===== src/clk_mon_pkg.sv =====
// Constants, field layouts and reset values for the clock monitor and select.
// Assumes every file of the block imports it whole.
package clk_mon_pkg;

	// ----------------------------------------------------------------
	// Register bus
	// ----------------------------------------------------------------
	localparam int ADDR_W = 2;
	localparam int DATA_W = 8;
	localparam logic [ADDR_W-1:0] ADDR_CTRL = 2'h0;
	localparam logic [ADDR_W-1:0] ADDR_STAT = 2'h1;

	// Control register, bit 0 is ext_gen_on, bit 5 is mon_irq_en.
	typedef struct packed {
		logic mon_irq_en;
		logic clk_sel;
		logic mon_fault;
		logic mon_on;
		logic int_gen_on;
		logic ext_gen_on;
	} ctrl_s;

	// Status register, bit 0 is ext_stable, bit 3 is int_dead.
	typedef struct packed {
		logic int_dead;
		logic ext_dead;
		logic int_stable;
		logic ext_stable;
	} stat_s;

	localparam int CTRL_W = $bits(ctrl_s);
	localparam int STAT_W = $bits(stat_s);
	localparam logic [CTRL_W-1:0] CTRL_RST = 6'h02;

	// ----------------------------------------------------------------
	// Dividers and counts
	// ----------------------------------------------------------------
	localparam int DIV_W = 12;
	localparam int XTAL_STAB_CYCLES = 4096;
	localparam int EXT_STAB_CYCLES = 16;
	localparam logic [DIV_W-1:0] XTAL_STAB_LAST = 12'hFFF;
	localparam logic [DIV_W-1:0] EXT_STAB_LAST = 12'h00F;
	localparam int REF_SHORT_BIT = 1;
	localparam int REF_LONG_BIT = 11;
	localparam logic [1:0] MISS_LIMIT = 2'h2;

endpackage


===== src/act_detect.sv =====
// Activity detector: watches one source clock against a slower reference.
// Assumes falling-edge pulses and reference levels are all on mclk.
`timescale 1ns/1ps

module act_detect
	import clk_mon_pkg::*;
(
	// Clock and control
	input wire logic mclk,
	input wire logic rst_n,
	input wire logic ce,
	// Watched clock and reference
	input wire logic mon_fall,
	input wire logic ref_level,
	input wire logic ref_rise,
	// Result
	output logic dead
);

	logic seen_ff;
	logic nxt_seen;
	logic [1:0] miss_ff;
	logic [1:0] nxt_miss;
	logic dead_ff;
	logic nxt_dead;

	always_comb begin
		nxt_seen = seen_ff;
		nxt_miss = miss_ff;
		nxt_dead = dead_ff;
		if (!ref_level && mon_fall) begin
			nxt_seen = 1'b1;
			nxt_dead = 1'b0;
		end
		if (ref_rise) begin
			nxt_seen = 1'b0;
			if (seen_ff) begin
				nxt_miss = 2'h0;
			end else if (miss_ff == MISS_LIMIT - 2'h1) begin
				nxt_dead = 1'b1;
			end else begin
				nxt_miss = miss_ff + 2'h1;
			end
		end
	end

	always_ff @(posedge mclk or negedge rst_n) begin
		if (!rst_n) begin
			seen_ff <= 1'b0;
			miss_ff <= 2'h0;
			dead_ff <= 1'b0;
		end else if (ce) begin
			seen_ff <= nxt_seen;
			miss_ff <= nxt_miss;
			dead_ff <= nxt_dead;
		end
	end

	assign dead = dead_ff;

endmodule


===== src/clk_switch.sv =====
// Glitch-free two-way clock switch between internal and external sources.
// Assumes source levels and their falling-edge pulses are on mclk.
`timescale 1ns/1ps

module clk_switch
	import clk_mon_pkg::*;
(
	// Clock and control
	input wire logic mclk,
	input wire logic rst_n,
	input wire logic ce,
	// Selection
	input wire logic sel_ext,
	input wire logic kill_int,
	input wire logic kill_ext,
	// Sources
	input wire logic int_lvl,
	input wire logic int_fall,
	input wire logic ext_lvl,
	input wire logic ext_fall,
	// Switched clock
	output logic clk_out
);

	logic int_s1_ff, int_s2_ff, ext_s1_ff, ext_s2_ff, out_ff;
	logic nxt_int_s1, nxt_int_s2, nxt_ext_s1, nxt_ext_s2, nxt_out;

	// Each side steps only on its own falling edge, so the output can
	// only open or close while that source is low.
	always_comb begin
		nxt_int_s1 = int_s1_ff;
		nxt_int_s2 = int_s2_ff;
		nxt_ext_s1 = ext_s1_ff;
		nxt_ext_s2 = ext_s2_ff;
		if (int_fall) begin
			nxt_int_s1 = !sel_ext && !ext_s2_ff;
			nxt_int_s2 = int_s1_ff;
		end
		if (ext_fall) begin
			nxt_ext_s1 = sel_ext && !int_s2_ff;
			nxt_ext_s2 = ext_s1_ff;
		end
		// A dead side has no edges to step on, so it is cleared outright.
		if (kill_int) begin
			nxt_int_s1 = 1'b0;
			nxt_int_s2 = 1'b0;
		end
		if (kill_ext) begin
			nxt_ext_s1 = 1'b0;
			nxt_ext_s2 = 1'b0;
		end
		nxt_out = (int_lvl && int_s2_ff) || (ext_lvl && ext_s2_ff);
	end

	always_ff @(posedge mclk or negedge rst_n) begin
		if (!rst_n) begin
			int_s1_ff <= 1'b1;
			int_s2_ff <= 1'b1;
			ext_s1_ff <= 1'b0;
			ext_s2_ff <= 1'b0;
			out_ff <= 1'b0;
		end else if (ce) begin
			int_s1_ff <= nxt_int_s1;
			int_s2_ff <= nxt_int_s2;
			ext_s1_ff <= nxt_ext_s1;
			ext_s2_ff <= nxt_ext_s2;
			out_ff <= nxt_out;
		end
	end

	assign clk_out = out_ff;

endmodule


===== src/clock_monitor_and_select.sv =====
// Clock monitor and clock selection: activity detection, external stability,
// glitch-free source switching and the divided bus source clock.
// Assumes all source clocks are sampled levels synchronous to mclk.
`timescale 1ns/1ps

// What this block does
// - External clock dead after two reference low phases with no falling edge.
// - External dead flag clears at first external fall while reference low.
// - External stable sets after 4096 cycles in crystal mode, else 16.
// - External stable clears when generator disabled or external clock dead.
// - Oscillator output follows external clock when select is one, else internal.
// - A written select takes effect only with both generators on and target stable.
// - Timebase clock follows external while external generator on, except when forced to internal.
// - Bus source clock is oscillator output divided by two.
// - Switch keeps the old clock one to two cycles after select change.
// - Switch output held low one to two new-clock cycles, then runs.
// - Reset selects the internal clock in both switches.
// - Monitor on plus dead flag forces the live clock, kills dead side.
// - Forced selection takes one to two cycles after the dead flag.
// - Monitor on bit stays set when a clock later goes unstable.
// - Fault flag clears on read seeing it then writing zero.
// - On inactivity with monitor on, both outputs move to live source; select shows it.
// - Internal dead after two external reference low phases with no low-frequency base clock fall.
module clock_monitor_and_select
	import clk_mon_pkg::*;
(
	// Clock, reset and clock enable
	input wire logic mclk,
	input wire logic rst_n,
	input wire logic ce,
	// Register port
	input wire logic [ADDR_W-1:0] addr,
	input wire logic [DATA_W-1:0] wr_data,
	input wire logic wr_stb,
	input wire logic rd_stb,
	output logic [DATA_W-1:0] rd_data,
	// Source clocks
	input wire logic internal_clock,
	input wire logic external_clock,
	input wire logic low_freq_base_clock,
	// Configuration and status from outside
	input wire logic crystal_mode_cfg,
	input wire logic slow_crystal_cfg,
	input wire logic stop_mode,
	input wire logic int_filter_stable,
	// Generated clocks and request
	output logic osc_out_clock,
	output logic timebase_clock,
	output logic bus_source_clock,
	output logic mon_irq
);

	// ----------------------------------------------------------------
	// State
	// ----------------------------------------------------------------
	logic internal_clock_prev_ff, external_clock_prev_ff, base_prev_ff;
	logic [DIV_W-1:0] ext_div_ff, nxt_ext_div;
	logic [DIV_W-1:0] base_div_ff, nxt_base_div;
	logic ext_stable_ff, nxt_ext_stable;
	logic internal_reference_ff, nxt_internal_reference, internal_reference_d_ff;
	logic external_reference_ff, nxt_external_reference, external_reference_d_ff;
	ctrl_s ctrl_ff, nxt_ctrl;
	logic clr_arm_ff, nxt_clr_arm;
	logic dead_prev_ff;
	logic [DATA_W-1:0] rd_data_ff, nxt_rd_data;
	logic mon_irq_ff, nxt_mon_irq;
	logic bus_src_ff, nxt_bus_src;
	logic osc_prev_ff;

	logic internal_clock_fall, external_clock_fall, base_fall;
	logic ext_gen_enable_sig;
	logic ext_clk_dead_flag, int_clk_dead_flag;
	logic int_clk_stable;
	logic force_int, force_ext;
	logic osc_sel_ext, tb_sel_ext;
	logic osc_sw, tb_sw;
	stat_s stat;
	ctrl_s wr_ctrl;
	logic both_on, target_ok, mon_ok;
	logic internal_reference_rise, external_reference_rise;

	assign internal_clock_fall = internal_clock_prev_ff && !internal_clock;
	assign external_clock_fall = external_clock_prev_ff && !external_clock;
	assign base_fall = base_prev_ff && !low_freq_base_clock;
	assign ext_gen_enable_sig = ctrl_ff.ext_gen_on && !stop_mode;
	assign int_clk_stable = int_filter_stable && ctrl_ff.int_gen_on &&
		!int_clk_dead_flag;

	// A dead clock is only acted on while the monitor is on.
	assign force_int = ctrl_ff.mon_on && ext_clk_dead_flag;
	assign force_ext = ctrl_ff.mon_on && int_clk_dead_flag && !force_int;
	assign osc_sel_ext = force_ext || (ctrl_ff.clk_sel && !force_int);
	assign tb_sel_ext = force_ext || (ctrl_ff.ext_gen_on && !force_int);
	// The survivor's synchroniser still steps only on its own falling
	// edges, so a forced selection lands one to two of its cycles later.

	assign stat.int_dead = int_clk_dead_flag;
	assign stat.ext_dead = ext_clk_dead_flag;
	assign stat.int_stable = int_clk_stable;
	assign stat.ext_stable = ext_stable_ff;

	// ----------------------------------------------------------------
	// Activity detectors and clock switches
	// ----------------------------------------------------------------
	// Both detectors judge a low phase at the rise that ends it.
	assign internal_reference_rise = internal_reference_ff && !internal_reference_d_ff;
	assign external_reference_rise = external_reference_ff && !external_reference_d_ff;

	act_detect u_ext_det (
		.mclk(mclk),
		.rst_n(rst_n),
		.ce(ce),
		.mon_fall(external_clock_fall),
		.ref_level(internal_reference_ff),
		.ref_rise(internal_reference_rise),
		.dead(ext_clk_dead_flag)
	);

	act_detect u_int_det (
		.mclk(mclk),
		.rst_n(rst_n),
		.ce(ce),
		.mon_fall(base_fall),
		.ref_level(external_reference_ff),
		.ref_rise(external_reference_rise),
		.dead(int_clk_dead_flag)
	);

	clk_switch u_osc_sw (
		.mclk(mclk),
		.rst_n(rst_n),
		.ce(ce),
		.sel_ext(osc_sel_ext),
		.kill_int(force_ext),
		.kill_ext(force_int),
		.int_lvl(internal_clock),
		.int_fall(internal_clock_fall),
		.ext_lvl(external_clock),
		.ext_fall(external_clock_fall),
		.clk_out(osc_sw)
	);

	clk_switch u_tb_sw (
		.mclk(mclk),
		.rst_n(rst_n),
		.ce(ce),
		.sel_ext(tb_sel_ext),
		.kill_int(force_ext),
		.kill_ext(force_int),
		.int_lvl(internal_clock),
		.int_fall(internal_clock_fall),
		.ext_lvl(external_clock),
		.ext_fall(external_clock_fall),
		.clk_out(tb_sw)
	);

	// ----------------------------------------------------------------
	// Dividers, references and stabilization
	// ----------------------------------------------------------------
	// The long divider doubles as the stabilization counter, so it is held
	// in reset while the external generator is off.
	always_comb begin
		nxt_ext_div = ext_div_ff;
		nxt_base_div = base_div_ff;
		nxt_ext_stable = ext_stable_ff;
		if (!ext_gen_enable_sig) begin
			nxt_ext_div = '0;
		end else if (external_clock_fall) begin
			nxt_ext_div = ext_div_ff + 12'h001;
			if (ext_div_ff == (crystal_mode_cfg ? XTAL_STAB_LAST :
				EXT_STAB_LAST)) begin
				nxt_ext_stable = 1'b1;
			end
		end
		if (base_fall) begin
			nxt_base_div = base_div_ff + 12'h001;
		end
		if (!ext_gen_enable_sig || ext_clk_dead_flag) begin
			nxt_ext_stable = 1'b0;
		end
		// The slow side uses the short divider, the fast side the long one.
		nxt_internal_reference = slow_crystal_cfg ? base_div_ff[REF_LONG_BIT] :
			base_div_ff[REF_SHORT_BIT];
		nxt_external_reference = slow_crystal_cfg ? ext_div_ff[REF_SHORT_BIT] :
			ext_div_ff[REF_LONG_BIT];
	end

	// ----------------------------------------------------------------
	// Registers and derived outputs
	// ----------------------------------------------------------------
	always_comb begin
		wr_ctrl = ctrl_s'(wr_data[CTRL_W-1:0]);
		both_on = ctrl_ff.int_gen_on && ctrl_ff.ext_gen_on;
		target_ok = wr_ctrl.clk_sel ? ext_stable_ff : int_clk_stable;
		mon_ok = both_on && ext_stable_ff && int_clk_stable;
		nxt_ctrl = ctrl_ff;
		nxt_clr_arm = clr_arm_ff;
		nxt_rd_data = '0;
		if (wr_stb && addr == ADDR_CTRL) begin
			nxt_ctrl.ext_gen_on = wr_ctrl.ext_gen_on;
			nxt_ctrl.int_gen_on = wr_ctrl.int_gen_on;
			nxt_ctrl.mon_irq_en = wr_ctrl.mon_irq_en;
			// Once on, the monitor stays on until software writes zero.
			if (!wr_ctrl.mon_on) begin
				nxt_ctrl.mon_on = 1'b0;
			end else if (mon_ok) begin
				nxt_ctrl.mon_on = 1'b1;
			end
			if (both_on && target_ok) begin
				nxt_ctrl.clk_sel = wr_ctrl.clk_sel;
			end
			if (!wr_ctrl.mon_fault && clr_arm_ff) begin
				nxt_ctrl.mon_fault = 1'b0;
				nxt_clr_arm = 1'b0;
			end
		end
		if (rd_stb) begin
			unique case (addr)
				ADDR_CTRL: begin
					nxt_rd_data = DATA_W'(ctrl_ff);
					if (ctrl_ff.mon_fault) begin
						nxt_clr_arm = 1'b1;
					end
				end
				ADDR_STAT: nxt_rd_data = DATA_W'(stat);
				default: nxt_rd_data = '0;
			endcase
		end
		// The select bit follows a forced switch so software sees the survivor.
		if (force_int) begin
			nxt_ctrl.clk_sel = 1'b0;
		end else if (force_ext) begin
			nxt_ctrl.clk_sel = 1'b1;
		end
		// A new dead event beats a clear in the same cycle.
		if (ctrl_ff.mon_on && (ext_clk_dead_flag || int_clk_dead_flag) &&
			!dead_prev_ff) begin
			nxt_ctrl.mon_fault = 1'b1;
			nxt_clr_arm = 1'b0;
		end
		nxt_mon_irq = nxt_ctrl.mon_fault && nxt_ctrl.mon_irq_en;
		nxt_bus_src = bus_src_ff;
		if (osc_prev_ff && !osc_sw) begin
			nxt_bus_src = !bus_src_ff;
		end
	end

	always_ff @(posedge mclk or negedge rst_n) begin
		if (!rst_n) begin
			internal_clock_prev_ff <= 1'b0;
			external_clock_prev_ff <= 1'b0;
			base_prev_ff <= 1'b0;
			ext_div_ff <= '0;
			base_div_ff <= '0;
			ext_stable_ff <= 1'b0;
			internal_reference_ff <= 1'b0;
			internal_reference_d_ff <= 1'b0;
			external_reference_ff <= 1'b0;
			external_reference_d_ff <= 1'b0;
			ctrl_ff <= ctrl_s'(CTRL_RST);
			clr_arm_ff <= 1'b0;
			dead_prev_ff <= 1'b0;
			rd_data_ff <= '0;
			mon_irq_ff <= 1'b0;
			bus_src_ff <= 1'b0;
			osc_prev_ff <= 1'b0;
		end else if (ce) begin
			internal_clock_prev_ff <= internal_clock;
			external_clock_prev_ff <= external_clock;
			base_prev_ff <= low_freq_base_clock;
			ext_div_ff <= nxt_ext_div;
			base_div_ff <= nxt_base_div;
			ext_stable_ff <= nxt_ext_stable;
			internal_reference_ff <= nxt_internal_reference;
			internal_reference_d_ff <= internal_reference_ff;
			external_reference_ff <= nxt_external_reference;
			external_reference_d_ff <= external_reference_ff;
			ctrl_ff <= nxt_ctrl;
			clr_arm_ff <= nxt_clr_arm;
			dead_prev_ff <= ext_clk_dead_flag || int_clk_dead_flag;
			rd_data_ff <= nxt_rd_data;
			mon_irq_ff <= nxt_mon_irq;
			bus_src_ff <= nxt_bus_src;
			osc_prev_ff <= osc_sw;
		end
	end

	// ----------------------------------------------------------------
	// Outputs
	// ----------------------------------------------------------------
	// Every output is a flop, so nothing downstream sees a comb glitch.
	assign rd_data = rd_data_ff;
	assign osc_out_clock = osc_sw;
	assign timebase_clock = tb_sw;
	assign bus_source_clock = bus_src_ff;
	assign mon_irq = mon_irq_ff;

endmodule


===== config.mk =====
export PLATFORM = sky130hd
export DESIGN_NAME = clock_monitor_and_select
export DESIGN_NICKNAME = d
export VERILOG_FILES = /design/src/clk_mon_pkg.sv /design/src/act_detect.sv /design/src/clk_switch.sv /design/src/clock_monitor_and_select.sv
export SDC_FILE = /design/constraint.sdc
export NUM_CORES = 1
export LEC_CHECK = 0
export BUFFER_PORTS_ARGS = -buffer_cell sky130_fd_sc_hd__buf_2
export CAP_MARGIN = 30
export CORE_ASPECT_RATIO = 1.5
export CORE_UTILIZATION = 45
export CTS_CLUSTER_SIZE = 12
export DETAILED_ROUTE_END_ITERATION = 16
export GPL_TIMING_DRIVEN = 1
export PLACE_DENSITY = 0.72
export SLEW_MARGIN = 20
export SYNTH_ARGS = -nofsm -noshare
export SYNTH_HDL_FRONTEND = slang
export SYNTH_HIERARCHICAL = 1
export SYNTH_SLANG_ARGS = --single-unit

===== constraint.sdc =====
create_clock -name mclk -period 4.2 [get_ports mclk]
set_input_delay 0.84 -clock mclk [delete_from_list [all_inputs] [get_ports mclk]]
set_output_delay 0.84 -clock mclk [all_outputs]
set_load 0.01 [all_outputs]

==> impl_metrics.yaml, run 1 <==
worst_setup_path:
  setup.worst_path.start_class: "input port"
  max_stage_delay_ps: 570
  cp_cell_sequence: "buf_2 > and3b_1 > and3_1 > nand4_1 > xnor2_1"
  crit_arrival_ps: 2360
  end_kind: "register"
  crit_fanout: 41
  required_ps: 4420
  r2r_setup_slack_ps: 2650
  critPathSlowestCell: "buf_2"
  r2r_cells: 4
  path_class: "in -> reg"
  regToRegEndpoint: "ext_div_ff[10]$_DFFE_PN0P_"
  r2r-start: "ext_div_ff[1]$_DFFE_PN0P_"
drt:
  dr_total_vias: 2472
  via_per_inst: 5.52
  routedWlPerCell_um: 14.4
  drt-pass1-iter-count: 4
  final_antenna_net_count: 0
  totalWireLength_um: 6440
  first_iter_violations: 157
  drc: 0
synthesis:
  synth-edff-count: 0
  syn_area_mm2: 0.00337
  syn_inst: 308
  synth_top_area_share_pct: 46.1
  async_flop_share_pct: 100
  seq_area_frac_synth_pct: 50.0
  netlist_top_cells_area: "dfrtp_1 46%, mux2_2 4.0%, dfstp_2 3.9%"
  synth_top_area_cell: "dfrtp_1"
  yosys_register_bits: 67
  synth_ff_type: "dfrtp_1"
  netlist-cell-type-count: 59
  synth_warnings: 6
  avgSynthCellArea_um2: 10.9
die:
  die_w_um: 72.6
  start_util_pct: 46.6
  die_area_mm2: 0.00784
  io_pins: 34
  core_area_mm2: 0.00723
  die_h_um: 108
  rows: 38
timing:
  finalClockSkew_ps: 7.90
  max_freq_mhz: 467
  finalSetupTns_ps: 0
  rsz0062_at_grt: "no"
  slew_headroom_pct: 50.2
  hold_violations: 0
  min_period_over_period_pct: 51.0
  worstMarginPinSlew_ps: 747
  drv_slew: 0
  report.final.setup_viol: 0
  period_needed_ps: 2140
cts:
  clk_pin_slew_ps: 70
  cts.path.max_buffers: 2
  ctsHoldBuffers: 0
  postCtsResizedCells: 0
  numCtsBuffers: 9
  cts_tree: "built"
  cts_sinks: 67
  cts-root-buf: "clkbuf_8"
  post-cts-setup-buffer-count: 0
  clock_latency_ps: 340
  cts_max_level: 3
layout:
  final_common_cell: "dfrtp_1"
  final_nets: 369
  post-route-util_pct: 52.7
  area_delta_synth_final_pct: 13.1
  drive_above_1_share_pct: 22.4
  antennaDiodeCount: 0
  fillerInstances: 666
  final_cell_mix: "62 x dfrtp_1, 29 x buf_2, 22 x nor2_1, 19 x inv_1, 17 x a21oi_1"
global_route:
  grt_max_degree: 42
  grt_use_total_pct: 19.1
  grt-ovfl-total: 0
  first_global_vias: 2578
  grt_pass1_wl_um: 11500
  antenna_found_initial: 0
placed_design:
  place_hpwl_um: 4570
  place_congestion: 0.856
  io_buffers: 29
outcome:
  status: "completed"
power:
  leakage_nw: 1.73
  power.density_mw_per_mm2: 454
  peakVddDrop_mv: 0.287
run:
  max_cap_violations: 0
min_path:
  worst_hold_path_type: "in -> async"
[critical path: cells and delay by family]
kind | cells | cell delay (ps)
AND/OR/NAND/NOR | 3 | 800
buffers and inverters | 1 | 570
XOR/XNOR | 1 | 140
[synth_stat cells, types with 5 or more instances]
master	n
nor2_1	22
and3b_1	5
o2bb2ai_1	5
nor2b_1	9
inv_1	19
nand4_1	5
dfstp_2	5
xnor2_1	10
o21ai_0	8
nand2_1	16
xor2_1	6
mux2_2	12
dfrtp_1	62
mux2i_1	6
a21oi_1	17
nand3_1	7
[per-stage QoR]
stage	hold slack (ps)	worst slack, ps	total power, W	instances	instance area, um2
after floorplan	438	2240	0.00111	309	3370
after global placement	455	1700	0.00119	431	3590
after detailed placement	457	1690	0.00122	431	3590
after CTS	471	2050	0.00175	447	3790
after global routing	434	1860	0.00183	448	3810
final	417	2060	0.00173	448	3810
[cells by family after synthesis]
group	count (synthesis)	synth area share, %
AOI/OAI and AO/OA	64	14.1
xor gates and xnor gates	16	4.16
adders and majority gates	4	1.49
buffers and inverters	29	4.16
DFF	67	50.0
muxes	18	5.80
other	1	0.111
and+or+nand+nor	109	20.2
[power breakdown]
group	switching (W)	total (W)	internal (W)	leakage [nW]
Combinational	0.000156	0.000335	0.000179	0.790
Clock	0.000235	0.000522	0.000287	0.0991
Sequential	0.000106	0.000872	0.000766	0.837
Total	0.000497	0.00173	0.00123	1.73
[final cells by class]
class                   count  area, um2  area share, %
well taps                 100        125           3.29
clock inverters             5       52.6           1.38
clock buffers              11        141           3.71
multi-input cells         213       1550           40.6
repair buffers             33        188           4.93
inverters                  19       71.3           1.87
flip-flops and latches     67       1680           44.2
[worst max-delay path by stage]
| stage | end | cells after the start | start | slack (ps) |
|---|---|---|---|---|
| after floorplan | ext_div_ff[10]$_DFFE_PN0P_ | 4 | external_clock | 2240 |
| after CTS | base_div_ff[8]$_DFFE_PN0P_ | 5 | ce | 2050 |
| after detailed placement | base_div_ff[8]$_DFFE_PN0P_ | 5 | ce | 1690 |
| final | base_div_ff[7]$_DFFE_PN0P_ | 5 | ce | 2060 |
| after global routing | base_div_ff[8]$_DFFE_PN0P_ | 5 | ce | 1860 |
| after global placement | base_div_ff[8]$_DFFE_PN0P_ | 5 | ce | 1700 |
[flip-flops by register name, indices dropped and copies added, names as in the netlist, 2 cells and up]
register	flops
u_ext_det/miss_ff	2
ctrl_ff	6
rd_data	6
ext_div_ff	12
base_div_ff	12
u_int_det/miss_ff	2
[layer usage]
metal,part of all wire (%),GRT usage [%],vias to the layer above
met1,42,22.6,1236
met3,2.2,2.43,15
met2,53,31.9,41
li1,-,-,1180
met4,2.8,12.9,0
met5,0,0,-
Note: power is estimated with default switching activity, not from simulation.
==> inputs of run 2 (changes only) <==
clock period = 2.2 ns   (was 4.2 ns; I/O delays follow)
==> impl_metrics.yaml, run 2 (synthesis results as in run 1) <==
worst_setup_path:
  setup.worst_path.start_class: "register"
  path_delay_family: "simple AND/OR/NAND/NOR gates"
  crit_arrival_ps: 1820
  cp_cell_sequence: "ha_1 > nand3_1 > or4_1 > a21oi_1"
  path_class: "reg -> reg"
  critPathSlowestCell: "or4_1"
  r2r_setup_slack_ps: 650
  required_ps: 2470
  worst-path-buf-inv: 0
  max_stage_delay_ps: 500
  crit_fanout: 5
  end_kind: "register"
layout:
  drive_above_1_share_pct: 22.4
  final_common_cell: "dfrtp_1"
  fillerInstances: 688
  reg.largest.list: "base_div_ff: 12 flops, ext_div_ff: 12 flops"
  final_nets: 369
  area_delta_synth_final_pct: 14.5
  final_cell_mix: "62 x dfrtp_1, 29 x buf_2, 22 x nor2_1, 19 x inv_1, 17 x a21oi_1"
  antennaDiodeCount: 0
cts:
  cts-root-buf: "clkbuf_8"
  cts_sinks: 67
  clk_pin_slew_ps: 70
  ctsHoldBuffers: 0
  postCtsResizedCells: 0
  post-cts-setup-buffer-count: 0
  cts_max_level: 3
  cts_tree: "built"
  clock_latency_ps: 350
  cts.path.max_buffers: 2
  numCtsBuffers: 9
power:
  p_switching_w: 0.000957
  power.density_mw_per_mm2: 919
  p_int_w: 0.00259
  clockPowerShare_pct: 34.9
  p_comb_share_pct: 18.1
  leakage_nw: 1.75
  swShare_pct: 27.0
  peakVddDrop_mv: 0.729
  sequentialPowerShare_pct: 47.0
  power_w: 0.00354
run:
  max_cap_violations: 0
die:
  core_area_mm2: 0.00723
  rows: 38
  die_h_um: 108
  die_w_um: 72.6
  die_area_mm2: 0.00784
  start_util_pct: 46.6
  io_pins: 34
timing:
  min_period_over_period_pct: 70.4
  period_needed_ps: 1550
  drv_slew: 0
  finalClockSkew_ps: 8.88
  max_freq_mhz: 645
  rsz0062_at_grt: "no"
  finalSetupTns_ps: 0
  hold_violations: 0
  report.final.setup_viol: 0
placed_design:
  io_buffers: 29
  place_congestion: 0.820
  place_hpwl_um: 4490
global_route:
  met2_usage_pct: 30.7
  first_global_vias: 2448
  antenna_found_initial: 0
  grt.busiest_layer: "met2"
  grtUsageMet1_pct: 21.9
  grt_max_degree: 68
  grt_use_total_pct: 18.8
  met3_usage_pct: 3.84
  grt-ovfl-total: 0
  grt_pass1_wl_um: 11100
drt:
  final_antenna_net_count: 0
  via_per_inst: 5.44
  routedWlPerCell_um: 14.4
  dr_total_vias: 2439
  drt-pass1-iter-count: 4
  totalWireLength_um: 6440
  drc: 0
  first_iter_violations: 109
outcome:
  status: "completed"
min_path:
  worst_hold_path_type: "in -> async"
run 2: changes by cell type in the layout (fill, tap and decap cells not counted), sizes merged:
cell      delta
clkinv       -1
bufinv       +2
clkinvlp     -1
run 2: worst register-to-register path, delay by kind of cell, from the launching register on:
family          cells  cell delay, ps
fa+ha+maj           1             220
simple gates        2             680
flops               1             420
compound gates      1             160
run 2: area by class of cell:
| cell class | instances | area [um2] | share of cell area (%) |
|---|---|---|---|
| Timing Repair Buffer | 33 | 188 | 4.87 |
| Multi-Input combinational cell | 213 | 1550 | 40.1 |
| Clock inverter | 5 | 100 | 2.60 |
| Tap cell | 100 | 125 | 3.25 |
| Sequential cell | 67 | 1680 | 43.7 |
| Clock buffer | 11 | 141 | 3.67 |
| Inverter | 19 | 71.3 | 1.85 |
run 2: routing by layer:
layer | wire length, um | part of all wire (%)
met1 | 2770 | 43
met5 | 0 | 0
met4 | 219 | 3.4
met2 | 3300 | 51
met3 | 151 | 2.3
run 2: final timing paths:
path                                                    end  cells after the start                          from
max in group asynchronous     u_tb_sw/int_s1_ff$_DFFE_PN1P_                      2                         rst_n
setup reg to reg                 ext_div_ff[10]$_DFFE_PN0P_                      4     ext_div_ff[1]$_DFFE_PN0P_
hold reg to reg                bus_source_clock$_DFFE_PN0P_                      1  bus_source_clock$_DFFE_PN0P_
setup / recovery                 ext_div_ff[10]$_DFFE_PN0P_                      4     ext_div_ff[1]$_DFFE_PN0P_
hold / removal             u_int_det/miss_ff[0]$_DFFE_PN0P_                      2                         rst_n
min in group mclk                    ctrl_ff[0]$_DFFE_PN0P_                      2                    wr_data[0]
run 2: metrics by stage:
| stage | instances | utilization, % | setup slack (ps) | instance area (um2) | hold WS [ps] |
|---|---|---|---|---|---|
| after CTS | 448 | 53.3 | 653 | 3850 | 113 |
| after global placement | 432 | 50.0 | 406 | 3610 | 454 |
| after global routing | 448 | 53.3 | 561 | 3850 | 128 |
| after floorplan | 309 | - | 642 | 3370 | 144 |
| after detailed placement | 432 | 50.0 | 391 | 3610 | 460 |
| final | 448 | 53.3 | 650 | 3850 | 92.1 |
run 2: power groups by stage:
| stage | sequential (W) | clock (W) | combinational, W |
|---|---|---|---|
| 5_1_grt | 0.00170 | 0.00132 | 0.000720 |
| 3_3_place_gp | 0.00167 | 0 | 0.000610 |
| 6_report | 0.00167 | 0.00124 | 0.000641 |
| 2_1_floorplan | 0.00164 | 0 | 0.000471 |
| 3_5_place_dp | 0.00169 | 0 | 0.000645 |
| 4_1_cts | 0.00167 | 0.00126 | 0.000648 |
